## config.mk

```make
export PLATFORM = sky130hd
export DESIGN_NAME = bbrs_top
export DESIGN_NICKNAME = d
export VERILOG_FILES = /design/src/inc/bbrs_pkg.sv /design/src/design/bbrs_top.sv /design/src/design/bbrs_gain.sv /design/src/design/bbrs_irq.sv
export SDC_FILE = /design/constraint.sdc
export NUM_CORES = 1
export LEC_CHECK = 0
export BUFFER_PORTS_ARGS = -buffer_cell sky130_fd_sc_hd__buf_4
export CAP_MARGIN = 25
export CORE_UTILIZATION = 51
export CTS_BUF_LIST = sky130_fd_sc_hd__clkbuf_8
export DETAILED_ROUTE_END_ITERATION = 12
export GPL_ROUTABILITY_DRIVEN = 0
export PLACE_DENSITY_LB_ADDON = 0.1
export SLEW_MARGIN = 25
export SYNTH_ARGS = -nofsm -noshare
export SYNTH_HDL_FRONTEND = slang
export SYNTH_HIERARCHICAL = 1
export SYNTH_SLANG_ARGS = --single-unit
```

## constraint.sdc

```tcl
create_clock -name pclk -period 2.2 [get_ports pclk]
set_input_delay 0.11 -clock pclk [delete_from_list [all_inputs] [get_ports pclk]]
set_output_delay 0.11 -clock pclk [all_outputs]
set_load 0.05 [all_outputs]
```

## src/inc/bbrs_pkg.sv

```systemverilog
`default_nettype none
// Shared map, field layout and reset values of the status readback block
package bbrs_pkg;
	// Bus widths
	localparam int ADDR_W = 12;
	localparam int DATA_W = 32;

	// Register indices; byte address is four times the index
	localparam logic [7:0] IDX_CRC_LO    = 8'h70;
	localparam logic [7:0] IDX_CRC_HI    = 8'h72;
	localparam logic [7:0] IDX_TX_POWER  = 8'h74;
	localparam logic [7:0] IDX_MEAN_PWR  = 8'h78;
	localparam logic [7:0] IDX_IF_GAIN   = 8'h7A;
	localparam logic [7:0] IDX_RX_STATUS = 8'h7C;
	localparam logic [7:0] IDX_RSSI      = 8'h7E;
	localparam logic [7:0] IDX_PKT_STAT  = 8'h80;
	localparam logic [7:0] IDX_LOCK_WIN  = 8'h28;
	localparam logic [7:0] IDX_ED_THR    = 8'h4C;
	localparam logic [7:0] IDX_VIEW_SEL  = 8'h62;
	localparam logic [7:0] IDX_IRQ_STAT  = 8'h90;
	localparam logic [7:0] IDX_IRQ_MASK  = 8'h92;

	// Receive status field positions
	localparam int RXS_ED   = 4;
	localparam int RXS_SEM  = 3;
	localparam int RXS_LOCK = 2;
	localparam int RXS_RAIL = 1;
	localparam int RXS_RF   = 0;

	// Packet status field positions
	localparam int PKT_RATE_LO = 6;
	localparam int PKT_SFD     = 5;
	localparam int PKT_SHORT   = 4;
	localparam int PKT_SIG     = 3;
	localparam int PKT_CRC     = 2;
	localparam int PKT_ANT     = 1;

	// Rate codes from the demodulator and their status encodings
	localparam logic [1:0] RATE_IN_1M   = 2'h0;
	localparam logic [1:0] RATE_IN_2M   = 2'h1;
	localparam logic [1:0] RATE_ENC_1M  = 2'h0;
	localparam logic [1:0] RATE_ENC_2M  = 2'h2;
	localparam logic [1:0] RATE_ENC_CCK = 2'h1;

	// View select: bit 7, zero selects the b view
	localparam int         VIEW_SEL_BIT = 7;
	localparam logic       VIEW_B       = 1'b0;

	// Interrupt bits
	localparam int IRQ_N    = 6;
	localparam int IRQ_SFD  = 0;
	localparam int IRQ_SIG  = 1;
	localparam int IRQ_CRC  = 2;
	localparam int IRQ_TXP  = 3;
	localparam int IRQ_RAIL = 4;
	localparam int IRQ_ED   = 5;

	// Reset values
	localparam logic [7:0] VIEW_SEL_RST = 8'h00;
	localparam logic [6:0] LOCK_WIN_RST = 7'h04;
	localparam logic [7:0] ED_THR_RST   = 8'h40;
	localparam logic [6:0] GAIN_RST     = 7'h40;
	localparam logic [5:0] IRQ_MASK_RST = 6'h00;

	// Byte address of a register index
	function automatic logic [ADDR_W-1:0] byte_addr(input logic [7:0] idx);
		byte_addr = {2'h0, idx, 2'h0};
	endfunction
endpackage
`default_nettype wire

```

## src/design/bbrs_top.sv

```systemverilog
// Chosen here: the APB register port.
`timescale 1ns/1ps
`default_nettype none
module bbrs_top #(
	parameter int GAIN_W = 7
) (
	// Clock and reset
	input  wire logic                           pclk,
	input  wire logic                           presetn,
	// APB slave
	input  wire logic                           psel,
	input  wire logic                           penable,
	input  wire logic                           pwrite,
	input  wire logic [bbrs_pkg::ADDR_W-1:0]    paddr,
	input  wire logic [bbrs_pkg::DATA_W-1:0]    pwdata,
	output logic      [bbrs_pkg::DATA_W-1:0]    prdata,
	output logic                                pready,
	output logic                                pslverr,
	// Header CRC from the receiver
	input  wire logic                           hdr_crc_valid,
	input  wire logic [15:0]                    hdr_crc,
	// Measurements
	input  wire logic                           tx_power_valid,
	input  wire logic [7:0]                     tx_power,
	input  wire logic [7:0]                     rx_mean_power,
	input  wire logic [7:0]                     rx_energy,
	input  wire logic [6:0]                     agc_error,
	input  wire logic [7:0]                     rx_rssi,
	// Gain loop
	input  wire logic                           gain_restart,
	input  wire logic                           gain_upd_valid,
	input  wire logic [GAIN_W-1:0]              gain_upd_word,
	input  wire logic                           rf_gain_step_in,
	output logic      [GAIN_W-1:0]              if_gain_word_out,
	output logic                                rf_gain_step_out,
	// Packet events
	input  wire logic                           rx_pkt_start,
	input  wire logic                           sfd_found,
	input  wire logic                           short_preamble,
	input  wire logic                           sig_field_valid,
	input  wire logic [1:0]                     sig_rate,
	input  wire logic                           crc16_ok,
	input  wire logic                           rx_antenna,
	// Interrupt
	output logic                                irq
);
	generate
		if (GAIN_W < 2 || GAIN_W > 7) begin : g_bad_gain
			$error("bbrs_top: gain width must be 2 to 7");
		end
	endgenerate

	// Index decode of a bus address
	function automatic logic hit(input logic [bbrs_pkg::ADDR_W-1:0] a,
		input logic [7:0] idx);
		hit = (a == bbrs_pkg::byte_addr(idx));
	endfunction

	// Rate code to packet status encoding
	function automatic logic [1:0] rate_enc(input logic [1:0] r);
		if (r == bbrs_pkg::RATE_IN_1M)
			rate_enc = bbrs_pkg::RATE_ENC_1M;
		else if (r == bbrs_pkg::RATE_IN_2M)
			rate_enc = bbrs_pkg::RATE_ENC_2M;
		else
			rate_enc = bbrs_pkg::RATE_ENC_CCK;
	endfunction

	// Bus phases
	logic setup_ph;
	logic access_ph;
	logic rd_done;
	logic wr_done;
	assign setup_ph  = psel && !penable;
	assign access_ph = psel && penable;
	assign rd_done   = access_ph && !pwrite;
	assign wr_done   = access_ph && pwrite;

	// Address classes
	logic map_ro;
	logic map_rw;
	logic mapped;
	always_comb begin
		map_ro = hit(paddr, bbrs_pkg::IDX_CRC_LO)
			|| hit(paddr, bbrs_pkg::IDX_CRC_HI)
			|| hit(paddr, bbrs_pkg::IDX_TX_POWER)
			|| hit(paddr, bbrs_pkg::IDX_MEAN_PWR)
			|| hit(paddr, bbrs_pkg::IDX_IF_GAIN)
			|| hit(paddr, bbrs_pkg::IDX_RX_STATUS)
			|| hit(paddr, bbrs_pkg::IDX_RSSI)
			|| hit(paddr, bbrs_pkg::IDX_PKT_STAT);
		map_rw = hit(paddr, bbrs_pkg::IDX_LOCK_WIN)
			|| hit(paddr, bbrs_pkg::IDX_ED_THR)
			|| hit(paddr, bbrs_pkg::IDX_VIEW_SEL)
			|| hit(paddr, bbrs_pkg::IDX_IRQ_STAT)
			|| hit(paddr, bbrs_pkg::IDX_IRQ_MASK);
		mapped = map_ro || map_rw;
	end

	// Configuration registers
	logic [7:0] view_sel_reg;
	logic [6:0] lock_win_reg;
	logic [7:0] ed_thr_reg;

	// View select, only bit 7 has a meaning
	always_ff @(posedge pclk or negedge presetn) begin
		if (!presetn) begin
			view_sel_reg <= bbrs_pkg::VIEW_SEL_RST;
		end else if (wr_done && hit(paddr, bbrs_pkg::IDX_VIEW_SEL)) begin
			view_sel_reg <= pwdata[7:0];
		end
	end

	// Gain lock window magnitude
	always_ff @(posedge pclk or negedge presetn) begin
		if (!presetn) begin
			lock_win_reg <= bbrs_pkg::LOCK_WIN_RST;
		end else if (wr_done && hit(paddr, bbrs_pkg::IDX_LOCK_WIN)) begin
			lock_win_reg <= pwdata[6:0];
		end
	end

	// Energy detect threshold
	always_ff @(posedge pclk or negedge presetn) begin
		if (!presetn) begin
			ed_thr_reg <= bbrs_pkg::ED_THR_RST;
		end else if (wr_done && hit(paddr, bbrs_pkg::IDX_ED_THR)) begin
			ed_thr_reg <= pwdata[7:0];
		end
	end

	// Captured measurements
	logic [15:0] hdr_crc_reg;
	logic [7:0]  tx_power_reg;
	logic [7:0]  mean_pwr_reg;
	logic [7:0]  rssi_reg;
	logic        rf_step_reg;

	// Header CRC, held until the next header
	always_ff @(posedge pclk or negedge presetn) begin
		if (!presetn) begin
			hdr_crc_reg <= 16'h0000;
		end else if (hdr_crc_valid) begin
			hdr_crc_reg <= hdr_crc;
		end
	end

	// Transmit power measurement
	always_ff @(posedge pclk or negedge presetn) begin
		if (!presetn) begin
			tx_power_reg <= 8'h00;
		end else if (tx_power_valid) begin
			tx_power_reg <= tx_power;
		end
	end

	// Level measurements sampled every cycle
	always_ff @(posedge pclk or negedge presetn) begin
		if (!presetn) begin
			mean_pwr_reg <= 8'h00;
			rssi_reg     <= 8'h00;
			rf_step_reg  <= 1'b0;
		end else begin
			mean_pwr_reg <= rx_mean_power;
			rssi_reg     <= rx_rssi;
			rf_step_reg  <= rf_gain_step_in;
		end
	end
	assign rf_gain_step_out = rf_step_reg;

	// Receive status flags
	logic       ed_flag_reg;
	logic       sem_reg;
	logic       lock_reg;
	logic       rail_flag;
	logic [6:0] agc_mag;
	logic       tx_rd;

	assign tx_rd = rd_done && hit(paddr, bbrs_pkg::IDX_TX_POWER);
	assign agc_mag = agc_error[6] ? 7'(-agc_error) : agc_error;

	// Energy detect and lock comparisons
	always_ff @(posedge pclk or negedge presetn) begin
		if (!presetn) begin
			ed_flag_reg <= 1'b0;
			lock_reg    <= 1'b0;
		end else begin
			ed_flag_reg <= rx_energy > ed_thr_reg;
			lock_reg    <= agc_mag <= lock_win_reg;
		end
	end

	// New-value semaphore; a fresh value beats a read that clears it
	always_ff @(posedge pclk or negedge presetn) begin
		if (!presetn) begin
			sem_reg <= 1'b0;
		end else if (tx_power_valid) begin
			sem_reg <= 1'b1;
		end else if (tx_rd) begin
			sem_reg <= 1'b0;
		end
	end

	// Gain word and rail stop
	bbrs_gain #(
		.W     (GAIN_W),
		.RST_V (bbrs_pkg::GAIN_RST[GAIN_W-1:0])
	) u_gain (
		.pclk      (pclk),
		.presetn   (presetn),
		.restart   (gain_restart),
		.upd_valid (gain_upd_valid),
		.upd_word  (gain_upd_word),
		.word_reg  (if_gain_word_out),
		.rail_reg  (rail_flag)
	);

	// Packet status flags; the event flags clear at each new packet, rate and antenna hold
	logic [1:0] rate_reg;
	logic       sfd_reg;
	logic       short_reg;
	logic       sig_reg;
	logic       crc_ok_reg;
	logic       ant_reg;

	always_ff @(posedge pclk or negedge presetn) begin
		if (!presetn) begin
			sfd_reg    <= 1'b0;
			short_reg  <= 1'b0;
			sig_reg    <= 1'b0;
			crc_ok_reg <= 1'b0;
		end else begin
			sfd_reg    <= sfd_found || (sfd_reg && !rx_pkt_start);
			short_reg  <= short_preamble
				|| (short_reg && !rx_pkt_start);
			sig_reg    <= sig_field_valid
				|| (sig_reg && !rx_pkt_start);
			crc_ok_reg <= crc16_ok || (crc_ok_reg && !rx_pkt_start);
		end
	end

	// Rate captured with a valid signal field
	always_ff @(posedge pclk or negedge presetn) begin
		if (!presetn) begin
			rate_reg <= bbrs_pkg::RATE_ENC_1M;
		end else if (sig_field_valid) begin
			rate_reg <= rate_enc(sig_rate);
		end
	end

	// Antenna of the last packet with a good CRC
	always_ff @(posedge pclk or negedge presetn) begin
		if (!presetn) begin
			ant_reg <= 1'b0;
		end else if (crc16_ok) begin
			ant_reg <= rx_antenna;
		end
	end

	// Interrupt events
	logic [bbrs_pkg::IRQ_N-1:0] irq_ev;
	logic [bbrs_pkg::IRQ_N-1:0] irq_stat;
	logic [bbrs_pkg::IRQ_N-1:0] irq_mask;
	logic                       ed_prev;
	logic                       rail_prev;

	always_ff @(posedge pclk or negedge presetn) begin
		if (!presetn) begin
			ed_prev   <= 1'b0;
			rail_prev <= 1'b0;
		end else begin
			ed_prev   <= ed_flag_reg;
			rail_prev <= rail_flag;
		end
	end

	always_comb begin
		irq_ev                     = '0;
		irq_ev[bbrs_pkg::IRQ_SFD]  = sfd_found;
		irq_ev[bbrs_pkg::IRQ_SIG]  = sig_field_valid;
		irq_ev[bbrs_pkg::IRQ_CRC]  = crc16_ok;
		irq_ev[bbrs_pkg::IRQ_TXP]  = tx_power_valid;
		irq_ev[bbrs_pkg::IRQ_RAIL] = rail_flag && !rail_prev;
		irq_ev[bbrs_pkg::IRQ_ED]   = ed_flag_reg && !ed_prev;
	end

	bbrs_irq #(
		.N     (bbrs_pkg::IRQ_N),
		.M_RST (bbrs_pkg::IRQ_MASK_RST)
	) u_irq (
		.pclk       (pclk),
		.presetn    (presetn),
		.event_in   (irq_ev),
		.clr_we     (wr_done && hit(paddr, bbrs_pkg::IDX_IRQ_STAT)),
		.mask_we    (wr_done && hit(paddr, bbrs_pkg::IDX_IRQ_MASK)),
		.wdata      (pwdata[bbrs_pkg::IRQ_N-1:0]),
		.status_reg (irq_stat),
		.mask_reg   (irq_mask),
		.irq        (irq)
	);

	// Read value mux; unused bits stay zero
	logic       view_b;
	logic [7:0] rd_byte;
	logic [7:0] rxs_byte;
	logic [7:0] pkt_byte;
	assign view_b = view_sel_reg[bbrs_pkg::VIEW_SEL_BIT] == bbrs_pkg::VIEW_B;

	always_comb begin
		rxs_byte                     = 8'h00;
		rxs_byte[bbrs_pkg::RXS_ED]   = ed_flag_reg;
		rxs_byte[bbrs_pkg::RXS_SEM]  = sem_reg;
		rxs_byte[bbrs_pkg::RXS_LOCK] = lock_reg;
		rxs_byte[bbrs_pkg::RXS_RAIL] = rail_flag;
		rxs_byte[bbrs_pkg::RXS_RF]   = rf_step_reg;
		pkt_byte                     = 8'h00;
		pkt_byte[bbrs_pkg::PKT_RATE_LO +: 2] = rate_reg;
		pkt_byte[bbrs_pkg::PKT_SFD]   = sfd_reg;
		pkt_byte[bbrs_pkg::PKT_SHORT] = short_reg;
		pkt_byte[bbrs_pkg::PKT_SIG]   = sig_reg;
		pkt_byte[bbrs_pkg::PKT_CRC]   = crc_ok_reg;
		pkt_byte[bbrs_pkg::PKT_ANT]   = ant_reg;
	end

	always_comb begin
		rd_byte = 8'h00;
		if (hit(paddr, bbrs_pkg::IDX_CRC_LO))
			rd_byte = view_b ? hdr_crc_reg[7:0] : 8'h00;
		else if (hit(paddr, bbrs_pkg::IDX_CRC_HI))
			rd_byte = view_b ? hdr_crc_reg[15:8] : 8'h00;
		else if (hit(paddr, bbrs_pkg::IDX_TX_POWER))
			rd_byte = tx_power_reg;
		else if (hit(paddr, bbrs_pkg::IDX_MEAN_PWR))
			rd_byte = mean_pwr_reg;
		else if (hit(paddr, bbrs_pkg::IDX_IF_GAIN))
			rd_byte = 8'(if_gain_word_out);
		else if (hit(paddr, bbrs_pkg::IDX_RX_STATUS))
			rd_byte = rxs_byte;
		else if (hit(paddr, bbrs_pkg::IDX_RSSI))
			rd_byte = rssi_reg;
		else if (hit(paddr, bbrs_pkg::IDX_PKT_STAT))
			rd_byte = pkt_byte;
		else if (hit(paddr, bbrs_pkg::IDX_LOCK_WIN))
			rd_byte = {1'b0, lock_win_reg};
		else if (hit(paddr, bbrs_pkg::IDX_ED_THR))
			rd_byte = ed_thr_reg;
		else if (hit(paddr, bbrs_pkg::IDX_VIEW_SEL))
			rd_byte = view_sel_reg;
		else if (hit(paddr, bbrs_pkg::IDX_IRQ_STAT))
			rd_byte = 8'(irq_stat);
		else if (hit(paddr, bbrs_pkg::IDX_IRQ_MASK))
			rd_byte = 8'(irq_mask);
	end

	// Answer registered in setup, presented through the access phase
	always_ff @(posedge pclk or negedge presetn) begin
		if (!presetn) begin
			prdata  <= '0;
			pslverr <= 1'b0;
		end else if (setup_ph) begin
			prdata  <= pwrite ? '0 : {24'h000000, rd_byte};
			pslverr <= !mapped;
		end
	end

	// No wait states
	assign pready = 1'b1;
endmodule // bbrs_top
`default_nettype wire

```

## src/design/bbrs_gain.sv

```systemverilog
`timescale 1ns/1ps
`default_nettype none
// Gain word holder; freezes once the word reaches either rail
module bbrs_gain #(
	parameter int                W     = 7,
	parameter logic [W-1:0]      RST_V = '0
) (
	// Clock and reset
	input  wire logic         pclk,
	input  wire logic         presetn,
	// Gain loop updates
	input  wire logic         restart,
	input  wire logic         upd_valid,
	input  wire logic [W-1:0] upd_word,
	// State
	output logic      [W-1:0] word_reg,
	output logic              rail_reg
);
	localparam logic [W-1:0] RAIL_HI = '1;
	localparam logic [W-1:0] RAIL_LO = '0;

	generate
		if (W < 2) begin : g_bad_w
			$error("bbrs_gain: width below 2");
		end
	endgenerate

	// Word follows updates until a rail stops it
	always_ff @(posedge pclk or negedge presetn) begin
		if (!presetn) begin
			word_reg <= RST_V;
		end else if (upd_valid && (!rail_reg || restart)) begin
			word_reg <= upd_word;
		end
	end

	// Rail flag, rearmed by a restart of the loop
	always_ff @(posedge pclk or negedge presetn) begin
		if (!presetn) begin
			rail_reg <= 1'b0;
		end else if (upd_valid && (!rail_reg || restart)) begin
			rail_reg <= (upd_word == RAIL_HI) || (upd_word == RAIL_LO);
		end else if (restart) begin
			rail_reg <= 1'b0;
		end
	end
endmodule // bbrs_gain
`default_nettype wire

```

## src/design/bbrs_irq.sv

```systemverilog
`timescale 1ns/1ps
`default_nettype none
// Sticky event status, write-one-to-clear, with a mask and one level output
module bbrs_irq #(
	parameter int           N     = 6,
	parameter logic [N-1:0] M_RST = '0
) (
	// Clock and reset
	input  wire logic         pclk,
	input  wire logic         presetn,
	// Events and software access
	input  wire logic [N-1:0] event_in,
	input  wire logic         clr_we,
	input  wire logic         mask_we,
	input  wire logic [N-1:0] wdata,
	// State and request
	output logic      [N-1:0] status_reg,
	output logic      [N-1:0] mask_reg,
	output logic              irq
);
	generate
		if (N < 1 || N > 32) begin : g_bad_n
			$error("bbrs_irq: event count out of range");
		end
	endgenerate

	// Set wins over a clear in the same cycle
	always_ff @(posedge pclk or negedge presetn) begin
		if (!presetn) begin
			status_reg <= '0;
		end else begin
			status_reg <= (status_reg & ~({N{clr_we}} & wdata)) | event_in;
		end
	end

	// Mask register
	always_ff @(posedge pclk or negedge presetn) begin
		if (!presetn) begin
			mask_reg <= M_RST;
		end else if (mask_we) begin
			mask_reg <= wdata;
		end
	end

	assign irq = |(status_reg & mask_reg);
endmodule // bbrs_irq
`default_nettype wire

```

==> impl_results.md, run 1 <==
* Status: completed
* Relative slew margins at 64.3%
* P_int at 2.93 mW
* Switching Share at 28.8%
* Max reg flops at 16
* Final HPWL DP at 12.5 mm
* Commonest non-fill, non-tap cell in the layout: buf_4
* Period utilization at 92.9%
* Average cell area after synthesis at 10.5 um2
* Clk sinks at 105
* Pin count of the biggest net entering global routing at 44
* Crit start category: flip-flop
* Crit path largest cell delay at 0.42 ns
* Switch Pwr at 1.19 mW
* Worst-Margin Slew at 0.531 ns
* Crit path capture type: flip-flop
* Distinct cells, synth at 70
* Leakage power at 3.58 nW
* Post-Route WL at 16.7 mm
* Clk root buf: clkbuf_8
* Max Root-Sink Buffers at 2
* Met3 wire len at 928 um
* Crit-path max FO at 2
* Ys flop type: dfrtp_1
* Pre-antenna DRT Iters at 5
* CTS tree: done
* Crit path cell chain: nand2b_1 -> a221oi_1 -> o21a_1 -> o21ai_0 -> a2111oi_1 -> buf_4 -> or2_1
* RSZ-0062 raised after global routing: no
* Setup CP Type: reg2reg
* Vias in the first global route at 5018
* Post-route DRC violation count at 0
* Worst EP arrival at 2.36 ns
* Met2 routed WL at 8.14 mm
* Worst VDD drop at 422 uV
* Vias per cell at 5.60
* Gate power share at 19.6%
* Clock transition at path regs at 0.10 ns
* Final Total Pwr at 4.11 mW
* Congestion Overflow GR at 0
* Sum Neg Setup Slack at 0 ns
* Cell Rows at 38
* Port buffer count at 117
* Initial DRC count at 399
* Initial core utilization at 52.9%
* Required time of the critical path at 2.51 ns
* Post-CTS Repair Setup Buffers at 0
* Core area at 0.0110 mm2
* Met1 wire length at 7.20 mm
* CP max stage cell: dfrtp_1
* Max Cap Violations at 0
* Power share of the clock group at 29.5%
* IO Pins at 167
* EDFF count, synth at 0
* Final antenna-violating net count at 0
* Area growth syn-to-layout at 34.6%
* Avg WL per Cell at 18.3 um
* Fillcell total at 814
* Clk_lat worst skew at 0.38 ns
* #FFs+latches synth at 105
* Share of cells above drive strength 1 at 33.0%
* DR vias at 5106
* Antenna fix cells at 0
* Register area share after synthesis at 45.3%
* Layout Nets at 907
* Slew Viols, Final at 0
* Ys async rst share at 100%
* Synth warnings at 6
* R2r setup slk at 0.16 ns
* Skew final at 0.00966 ns
* Total track usage at 29.6%
* Post-Synthesis Cell Area at 0.00581 mm2
* Cts bufs inserted at 9
* Cells after Synth at 555
* Peak Freq at 489 MHz
* Die area at 0.0118 mm2
* Die Span Y at 109 um
* DR top layer: met4
* Final setup viols at 0
* Fin. Hold Viols at 0
* Die Wd at 109 um
* Commonest non-fill, non-tap cells in the layout: buf_4, dfrtp_1, dlygate4sd3_1
* Pwr per Cell Area at 526 mW/mm2
* Final Critical Period at 2.04 ns
* Sequential share of power at 50.9%
* First-pass GRT wire length at 26.0 mm
* Initial antenna violation count at 0
* CTS H-tree depth at 3
* Hold Path Class: in2reg
==> stage by stage <==
| stage | hold WS [ns] | cells | util (%) | cell area (um2) | setup slack, ns |
|---|---|---|---|---|---|
| after floorplan | -0.186 | 578 | - | 5900 | 0.198 |
| after global placement | 0.0952 | 832 | 63.6 | 6980 | -0.0680 |
| after detailed placement | 0.0972 | 832 | 63.6 | 6980 | -0.0571 |
| after CTS | 0.00351 | 912 | 71.2 | 7820 | 0.158 |
| after global routing | 0.00569 | 912 | 71.2 | 7820 | 0.00850 |
| final | 0.0181 | 912 | 71.2 | 7820 | 0.156 |
==> per-layer routing <==
metal  track usage, %  vias up
met5                0        -
met4             11.0        0
met3             5.86       34
met2             50.3      185
met1             37.3     2488
li1                 -     2399
==> worst max-delay path: cells and delay by family (launching register included) <==
family	cells	cell delay [ns]
flip-flops	1	0.42
AO/OA/AOI/OAI	4	1.12
AND/OR/NAND/NOR	2	0.26
buffers and inverters	1	0.18
==> path summary, 6_finish.rpt <==
path / startpoint / endpoint / cells past startpoint
setup / recovery: view_sel_reg[7] / prdata[5] / 7
hold / removal: pwdata[0] / u_irq/mask_reg[0] / 2
setup reg to reg: view_sel_reg[7] / prdata[5] / 7
hold reg to reg: ed_flag_reg / ed_prev / 0
max in group asynchronous: presetn / u_gain/word_reg[3] / 3
min in group asynchronous: presetn / ed_flag_reg / 2
==> synth_stat cells (4+ instances only) <==
cell	instances	area, um2
a21o_1	14	105
buf_6	6	67.6
a21oi_1	23	115
a22oi_1	7	52.6
nand4_1	10	62.6
o211ai_1	4	30.0
and3_1	7	43.8
nor2b_1	7	43.8
xnor2_1	4	35.0
o21ai_0	32	160
or2_2	4	25.0
dfrtp_1	102	2550
nand2b_1	10	62.6
nor2_1	22	82.6
a22o_1	4	35.0
inv_1	27	101
buf_4	26	195
a221oi_1	7	61.3
a32oi_1	5	43.8
mux2_2	52	586
nand3_1	10	50.1
or3_1	5	31.3
a222oi_1	4	40.0
clkbuf_1	11	41.3
mux2_4	6	90.1
nor4_1	5	31.3
nor3_1	6	30.0
ha_1	16	200
nand2_1	54	203
==> cell type report <==
class	instances	area, um2	area share, %
sequential	105	2630	33.6
tap	140	175	2.24
clock inverter	7	76.3	0.976
multi-input combinational	398	2830	36.2
inverter	27	101	1.30
clock buffer	9	124	1.58
timing repair buffer	226	1880	24.1
==> repair_timing <==
item,in CTS,in global routing
endpoints found under the setup margin,0,1
resized for setup,0,1
hold buffers,64,0
endpoints found under the hold margin,102,0
==> power by group through the flow <==
stage / Combinational [mW] / Clock (mW) / Sequential (mW)
4_1_cts: 0.800 / 1.24 / 2.09
5_1_grt: 0.867 / 1.31 / 2.10
3_5_place_dp: 0.706 / 0 / 2.13
3_3_place_gp: 0.691 / 0 / 2.13
2_1_floorplan: 0.368 / 0 / 2.16
6_report: 0.805 / 1.21 / 2.09
==> cell families after synthesis <==
| family | count (synthesis) | synth area share, % |
|---|---|---|
| other cells | 2 | 0.129 |
| buf+inv | 75 | 7.45 |
| compound gates | 127 | 15.0 |
| xor+xnor | 4 | 0.603 |
| fa+ha+maj | 16 | 3.45 |
| flops | 105 | 45.3 |
| simple gates | 165 | 15.9 |
| mux | 61 | 12.1 |
Note: power is estimated with default switching activity, not from simulation.
==> inputs of run 2 (changes only) <==
--- a/config.mk
+++ b/config.mk
@@ -5,6 +5,7 @@
 export SDC_FILE = /design/constraint.sdc
 export NUM_CORES = 1
 export LEC_CHECK = 0
+export ABC_AREA = 1
 export BUFFER_PORTS_ARGS = -buffer_cell sky130_fd_sc_hd__buf_4
 export CAP_MARGIN = 25
 export CORE_UTILIZATION = 51
==> run 2 against run 1 <==
Against the previous run: power decreased by 2.0%; flip-flop and latch count unchanged; clock power about the same; synthesized cell count increased by 39%; global-route usage decreased by 1.7 points; design area decreased by 0.96%; combinational power decreased by 11%; clock skew about the same; critical path depth decreased by 1.
==> impl_results.md, run 2 <==
* Status: completed
* Die area at 0.0120 mm2
* Register area share after synthesis at 44.4%
* Sum Neg Setup Slack at 0 ns
* Cts bufs inserted at 9
* Clock transition at path regs at 0.10 ns
* Pin count of the biggest net entering global routing at 54
* Relative slew margins at 59.9%
* Clk root buf: clkbuf_8
* Setup CP Type: in2reg
* Cell Rows at 38
* Largest area contributor in the netlist: dfrtp_1
* Clk_lat worst skew at 0.38 ns
* Final hold slack at 0.0329 ns
* First-pass GRT wire length at 25.5 mm
* Area growth syn-to-layout at 30.9%
* Top cells by count, synth: nand2_1, inv_1, dfrtp_1, o21ai_0, nor2_1
* Worst-Margin Slew at 0.597 ns
* Clk sinks at 105
* Post-route DRC violation count at 0
* Congestion Overflow GR at 0
* Worst EP arrival at 2.19 ns
* Top-area cell type share of the netlist area at 43.1%
* RSZ-0062 raised after global routing: no
* Distinct cells, synth at 40
* Final Critical Period at 1.91 ns
* Crit-path max FO at 14
* Max reg flops at 16
* R2r setup slk at 0.52 ns
* Vias per cell at 4.98
* Crit path capture type: flip-flop
* Peak Freq at 523 MHz
* Leakage power at 4.01 nW
* IO Pins at 167
* Antenna fix cells at 0
* Post-CTS sizing at 0
* EDFF count, synth at 0
* Max Root-Sink Buffers at 2
* CTS H-tree depth at 3
* Vias in the first global route at 5328
* Top-count cell post-synth: nand2_1
* CP max stage cell: nand4_1
* Share of cells above drive strength 1 at 19.6%
* Fin. Hold Viols at 0
* Pwr per Cell Area at 520 mW/mm2
* Total track usage at 27.9%
* Final antenna-violating net count at 0
* Ys flop type: dfrtp_1
* Port buffer count at 117
* DR vias at 5512
* Final HPWL DP at 11.5 mm
* Layout Nets at 1101
* Die Span Y at 110 um
* Register area at 0.00263 mm2
* Initial core utilization at 53.4%
* CTS tree: done
* Crit path cell chain: dlygate4sd3_1 -> buf_4 -> inv_1 -> nor3_1 -> nand4_1 -> o21ai_0
* Core area at 0.0111 mm2
* #FFs+latches synth at 105
* Top cells by area, synth: dfrtp_1, nand2_1, inv_1, o21ai_0, buf_4
* Initial DRC count at 353
* Multi-input combinational cell area at 0.00261 mm2
* Synth warnings at 6
* Post-Route WL at 15.7 mm
* Max Cap Violations at 0
* Fillcell total at 917
* Avg WL per Cell at 14.2 um
* Commonest non-fill, non-tap cell in the layout: nand2_1
* Cells after Synth at 773
* Skew final at 0.00951 ns
* Hold Path Class: in2reg
* Ys async rst share at 100%
* Commonest non-fill, non-tap cells in the layout: nand2_1, buf_4, inv_1
* Post-CTS Repair Setup Buffers at 0
* Initial antenna violation count at 0
* Required time of the critical path at 2.48 ns
* Final setup viols at 0
* Crit start category: input pin
* Worst VDD drop at 368 uV
* Hold-fix buffers, CTS at 68
* Die Wd at 110 um
* Pre-antenna DRT Iters at 5
* Slew Viols, Final at 0
* Post-Synthesis Cell Area at 0.00592 mm2
* Crit path largest cell delay at 0.55 ns
* Average cell area after synthesis at 7.66 um2
* Period utilization at 86.9%
==> run 2: cell count changes after synthesis, moves of 10 or more <==
| cell | change |
|---|---|
| o21ai_0 | +38 |
| inv_1 | +86 |
| inv_2 | +12 |
| o21ai_1 | +14 |
| nand2b_1 | -10 |
| nand2_1 | +159 |
| nor2_1 | +26 |
| nand3_1 | +27 |
| mux2_2 | -46 |
==> run 2: cell families after synthesis <==
logic type,synth area share (%)
adders and majority gates,3.38
AOI/OAI and AO/OA,12.0
and+or+nand+nor,25.5
other,0.127
xor gates and xnor gates,0.444
buffers and inverters,12.9
DFF,44.4
muxes,1.14
==> run 2: area by class of cell <==
cell class / count / area share, %
clock inverter: 6 / 0.872
timing repair buffer: 196 / 21.3
clock buffer: 10 / 1.78
sequential: 105 / 34.0
multi-input combinational: 523 / 33.7
tap: 140 / 2.26
inverter: 126 / 6.10
==> run 2: path summary, 6_finish.rpt <==
path,start,end,cells past startpoint
worst max-delay path,pwrite,lock_win_reg[4],6
worst min-delay path,tx_power_valid,u_irq/status_reg[3],2
worst max register to register,ed_thr_reg[3],ed_flag_reg,7
worst min register to register,ed_flag_reg,ed_prev,0
max in group asynchronous,presetn,lock_win_reg[2],3
min in group asynchronous,presetn,rf_gain_step_out,2
==> run 2: metrics by stage <==
stage / total power [mW] / instance area, um2 / setup WS (ns) / std cells / util (%)
finish: 4.03 / 7750 / 0.288 / 1106 / 69.9
global route: 4.21 / 7750 / 0.133 / 1106 / 69.9
CTS: 4.04 / 7750 / 0.305 / 1106 / 69.9
detailed placement: 2.73 / 6860 / 0.291 / 1022 / 61.9
global placement: 2.71 / 6860 / 0.344 / 1022 / 61.9
floorplan: 2.47 / 6010 / 0.814 / 796 / -
==> run 2: per-layer routing <==
metal,vias up,GRT usage (%),wire length (um)
met5,-,0,0
met4,0,8.38,285
met3,25,4.51,778
met2,204,45.6,7490
met1,2521,38.1,7110
li1,2762,-,-
==> run 2: report_power, final <==
part	internal (mW)	switching (mW)
logic	0.306	0.414
registers	2.02	0.0518
clock network	0.559	0.677
==> run 2: worst max-delay path: cells and delay by family <==
kind,cells,cell delay (ns)
simple gates,2,1.01
buf+inv,3,0.71
compound gates,1,0.36
==> inputs of run 3 (changes only) <==
==> constraint.sdc (replaced) <==
create_clock -name pclk -period 2.3 [get_ports pclk]
set_input_delay 0.115 -clock pclk [delete_from_list [all_inputs] [get_ports pclk]]
set_output_delay 0.115 -clock pclk [all_outputs]
set_load 0.05 [all_outputs]
==> run 3 against run 2 <==
Against the previous run: non-clock buffer count fell by 5; wire length rose by 0.20%; global-route usage fell by 0.20 points; critical endpoint is now lock_win_reg[1]; largest power group unchanged; highest routed layer unchanged.
==> impl_results.md, run 3 (synthesis gave the netlist of run 2 again) <==
* Final std cells w/o fill at 1101
* Clk_lat worst skew at 0.38 ns
* Area growth syn-to-layout at 30.2%
* Vias per cell at 5.03
* Initial antenna violation count at 0
* Post-route DRC violation count at 0
* Crit path cell chain: dlygate4sd3_1 -> buf_4 -> inv_1 -> nor3_1 -> nand4_1 -> o21ai_0
* Worst-Margin Slew at 0.705 ns
* Clock transition at path regs at 0.10 ns
* Vias in the first global route at 5308
* Crit start category: input pin
* Layout Nets at 1096
* CP max stage cell: nand4_1
* Met2 global-route usage at 46.8%
* Sum Neg Setup Slack at 0 ns
* Worst EP arrival at 2.27 ns
* Placement Cell Area at 0.00685 mm2
* Die Wd at 110 um
* Peak Freq at 505 MHz
* Leakage power at 3.99 nW
* Period utilization at 86.0%
* Largest delay share family, worst path: simple AND/OR/NAND/NOR gates
* CTS H-tree depth at 3
* Final Critical Period at 1.98 ns
* Status: completed
* DR vias at 5534
* Skew final at 0.00881 ns
* Post-CTS Repair Setup Buffers at 0
* Crit path largest cell delay at 0.57 ns
* Clk root buf: clkbuf_8
* Relative slew margins at 52.6%
* Max Cap Violations at 0
* Setup CP Type: in2reg
* Die Span Y at 110 um
* Crit path capture type: flip-flop
* Cell Rows at 38
* Total track usage at 27.7%
* Final setup viols at 0
* Share of cells above drive strength 1 at 19.4%
* Initial core utilization at 53.4%
* Congestion Overflow GR at 0
* Required time of the critical path at 2.59 ns
* Avg WL per Cell at 14.3 um
* Final antenna-violating net count at 0
* CP Depth at 6
* Worst path bufs/invs at 3
* M1 GR Usage at 37.1%
* Max reg flops at 16
* Final hold slack at 0.0165 ns
* RSZ-0062 raised after global routing: no
* Pin count of the biggest net entering global routing at 54
* Cts bufs inserted at 9
* Port buffer count at 117
* CTS tree: done
* Most Crowded Layer GR: met2
* Commonest non-fill, non-tap cell in the layout: nand2_1
* Pwr per Cell Area at 506 mW/mm2
* Placed cells at 1020
* Die area at 0.0120 mm2
* Hold Path Class: in2reg
* Post-Route WL at 15.7 mm
* Antenna fix cells at 0
* Max Root-Sink Buffers at 2
* Core area at 0.0111 mm2
* Clk sinks at 105
* IO Pins at 167
* Fin area at 0.00771 mm2
* Pre-antenna DRT Iters at 6
* Worst VDD drop at 300 uV
* Met3 usage at 4.56%
* Post-CTS sizing at 0
* First-pass GRT wire length at 25.2 mm
* Commonest non-fill, non-tap cells in the layout: nand2_1, buf_4, inv_1
* Initial DRC count at 413
* Register-to-Register Path Depth at 10
* Crit-path max FO at 14
* Fin. Hold Viols at 0
* Hold depth at 3
* Slew Viols, Final at 0
* Final HPWL DP at 11.4 mm
==> run 3: cell count changes in the layout (fill, tap and decap cells not counted) <==
| cell | previous run | this run |
|---|---|---|
| dlygate4sd3_1 | 68 | 65 |
| buf_4 | 127 | 125 |
| clkinv_2 | 1 | 3 |
| clkinv_4 | 2 | 0 |
| bufinv_16 | 1 | 2 |
| clkbuf_8 | 10 | 9 |
| clkinvlp_4 | 2 | 1 |
| inv_1 | 113 | 114 |
==> run 3: area by class of cell <==
type / instances / area (um2)
clock buffers: 9 / 124
clock inverters: 7 / 86.3
fillers: 917 / 3370
inverters: 126 / 473
multi-input cells: 523 / 2610
flip-flops and latches: 105 / 2630
well taps: 140 / 175
repair buffers: 191 / 1610
==> run 3: routing by layer <==
layer  part of all wire (%)  wire length, um
met5                      0                0
met2                     48             7520
met4                    1.7              266
met3                    5.4              855
met1                     45             7060
==> run 3: timing repair <==
| item | 4_1_cts | 5_1_grt |
|---|---|---|
| setup endpoints to repair | 0 | 0 |
| endpoints found under the hold margin | 94 | 0 |
| hold buffers | 65 | 0 |
==> run 3: final timing paths <==
path / startpoint / endpoint / slack (ns)
max: pwrite / lock_win_reg[1] / 0.32
min: sig_rate[1] / rate_reg[0] / 0.02
max reg2reg: view_sel_reg[7] / prdata[7] / 0.61
min reg2reg: ed_flag_reg / ed_prev / 0.46
max in group asynchronous: presetn / mean_pwr_reg[1] / 1.42
min in group asynchronous: presetn / rf_gain_step_out / 0.21
==> run 3: per-stage QoR <==
| stage | power [mW] | setup WS (ns) | utilization (%) |
|---|---|---|---|
| 2_1_floorplan | 2.36 | 0.909 | - |
| 3_3_place_gp | 2.59 | 0.371 | 61.8 |
| 3_5_place_dp | 2.61 | 0.327 | 61.8 |
| 4_1_cts | 3.91 | 0.408 | 69.6 |
| 5_1_grt | 4.06 | 0.259 | 69.6 |
| 6_report | 3.90 | 0.322 | 69.6 |
==> run 3: worst register-to-register path, cell delays in order (launching register included) <==
cell and delay (ns):
dfrtp_1 0.56, inv_1 0.23, o21ai_0 0.21, nand2_1 0.11, nand2_1 0.07, nand2_1 0.06
nand3b_1 0.15, nand2_1 0.07, nand2_1 0.06, nand3_1 0.06, nand2_1 0.08
==> run 3: where the power goes <==
| group | switching [mW] | internal (mW) |
|---|---|---|
| Sequential | 0.0491 | 1.93 |
| Combinational | 0.396 | 0.288 |
| Clock | 0.632 | 0.604 |
| Total | 1.08 | 2.83 |
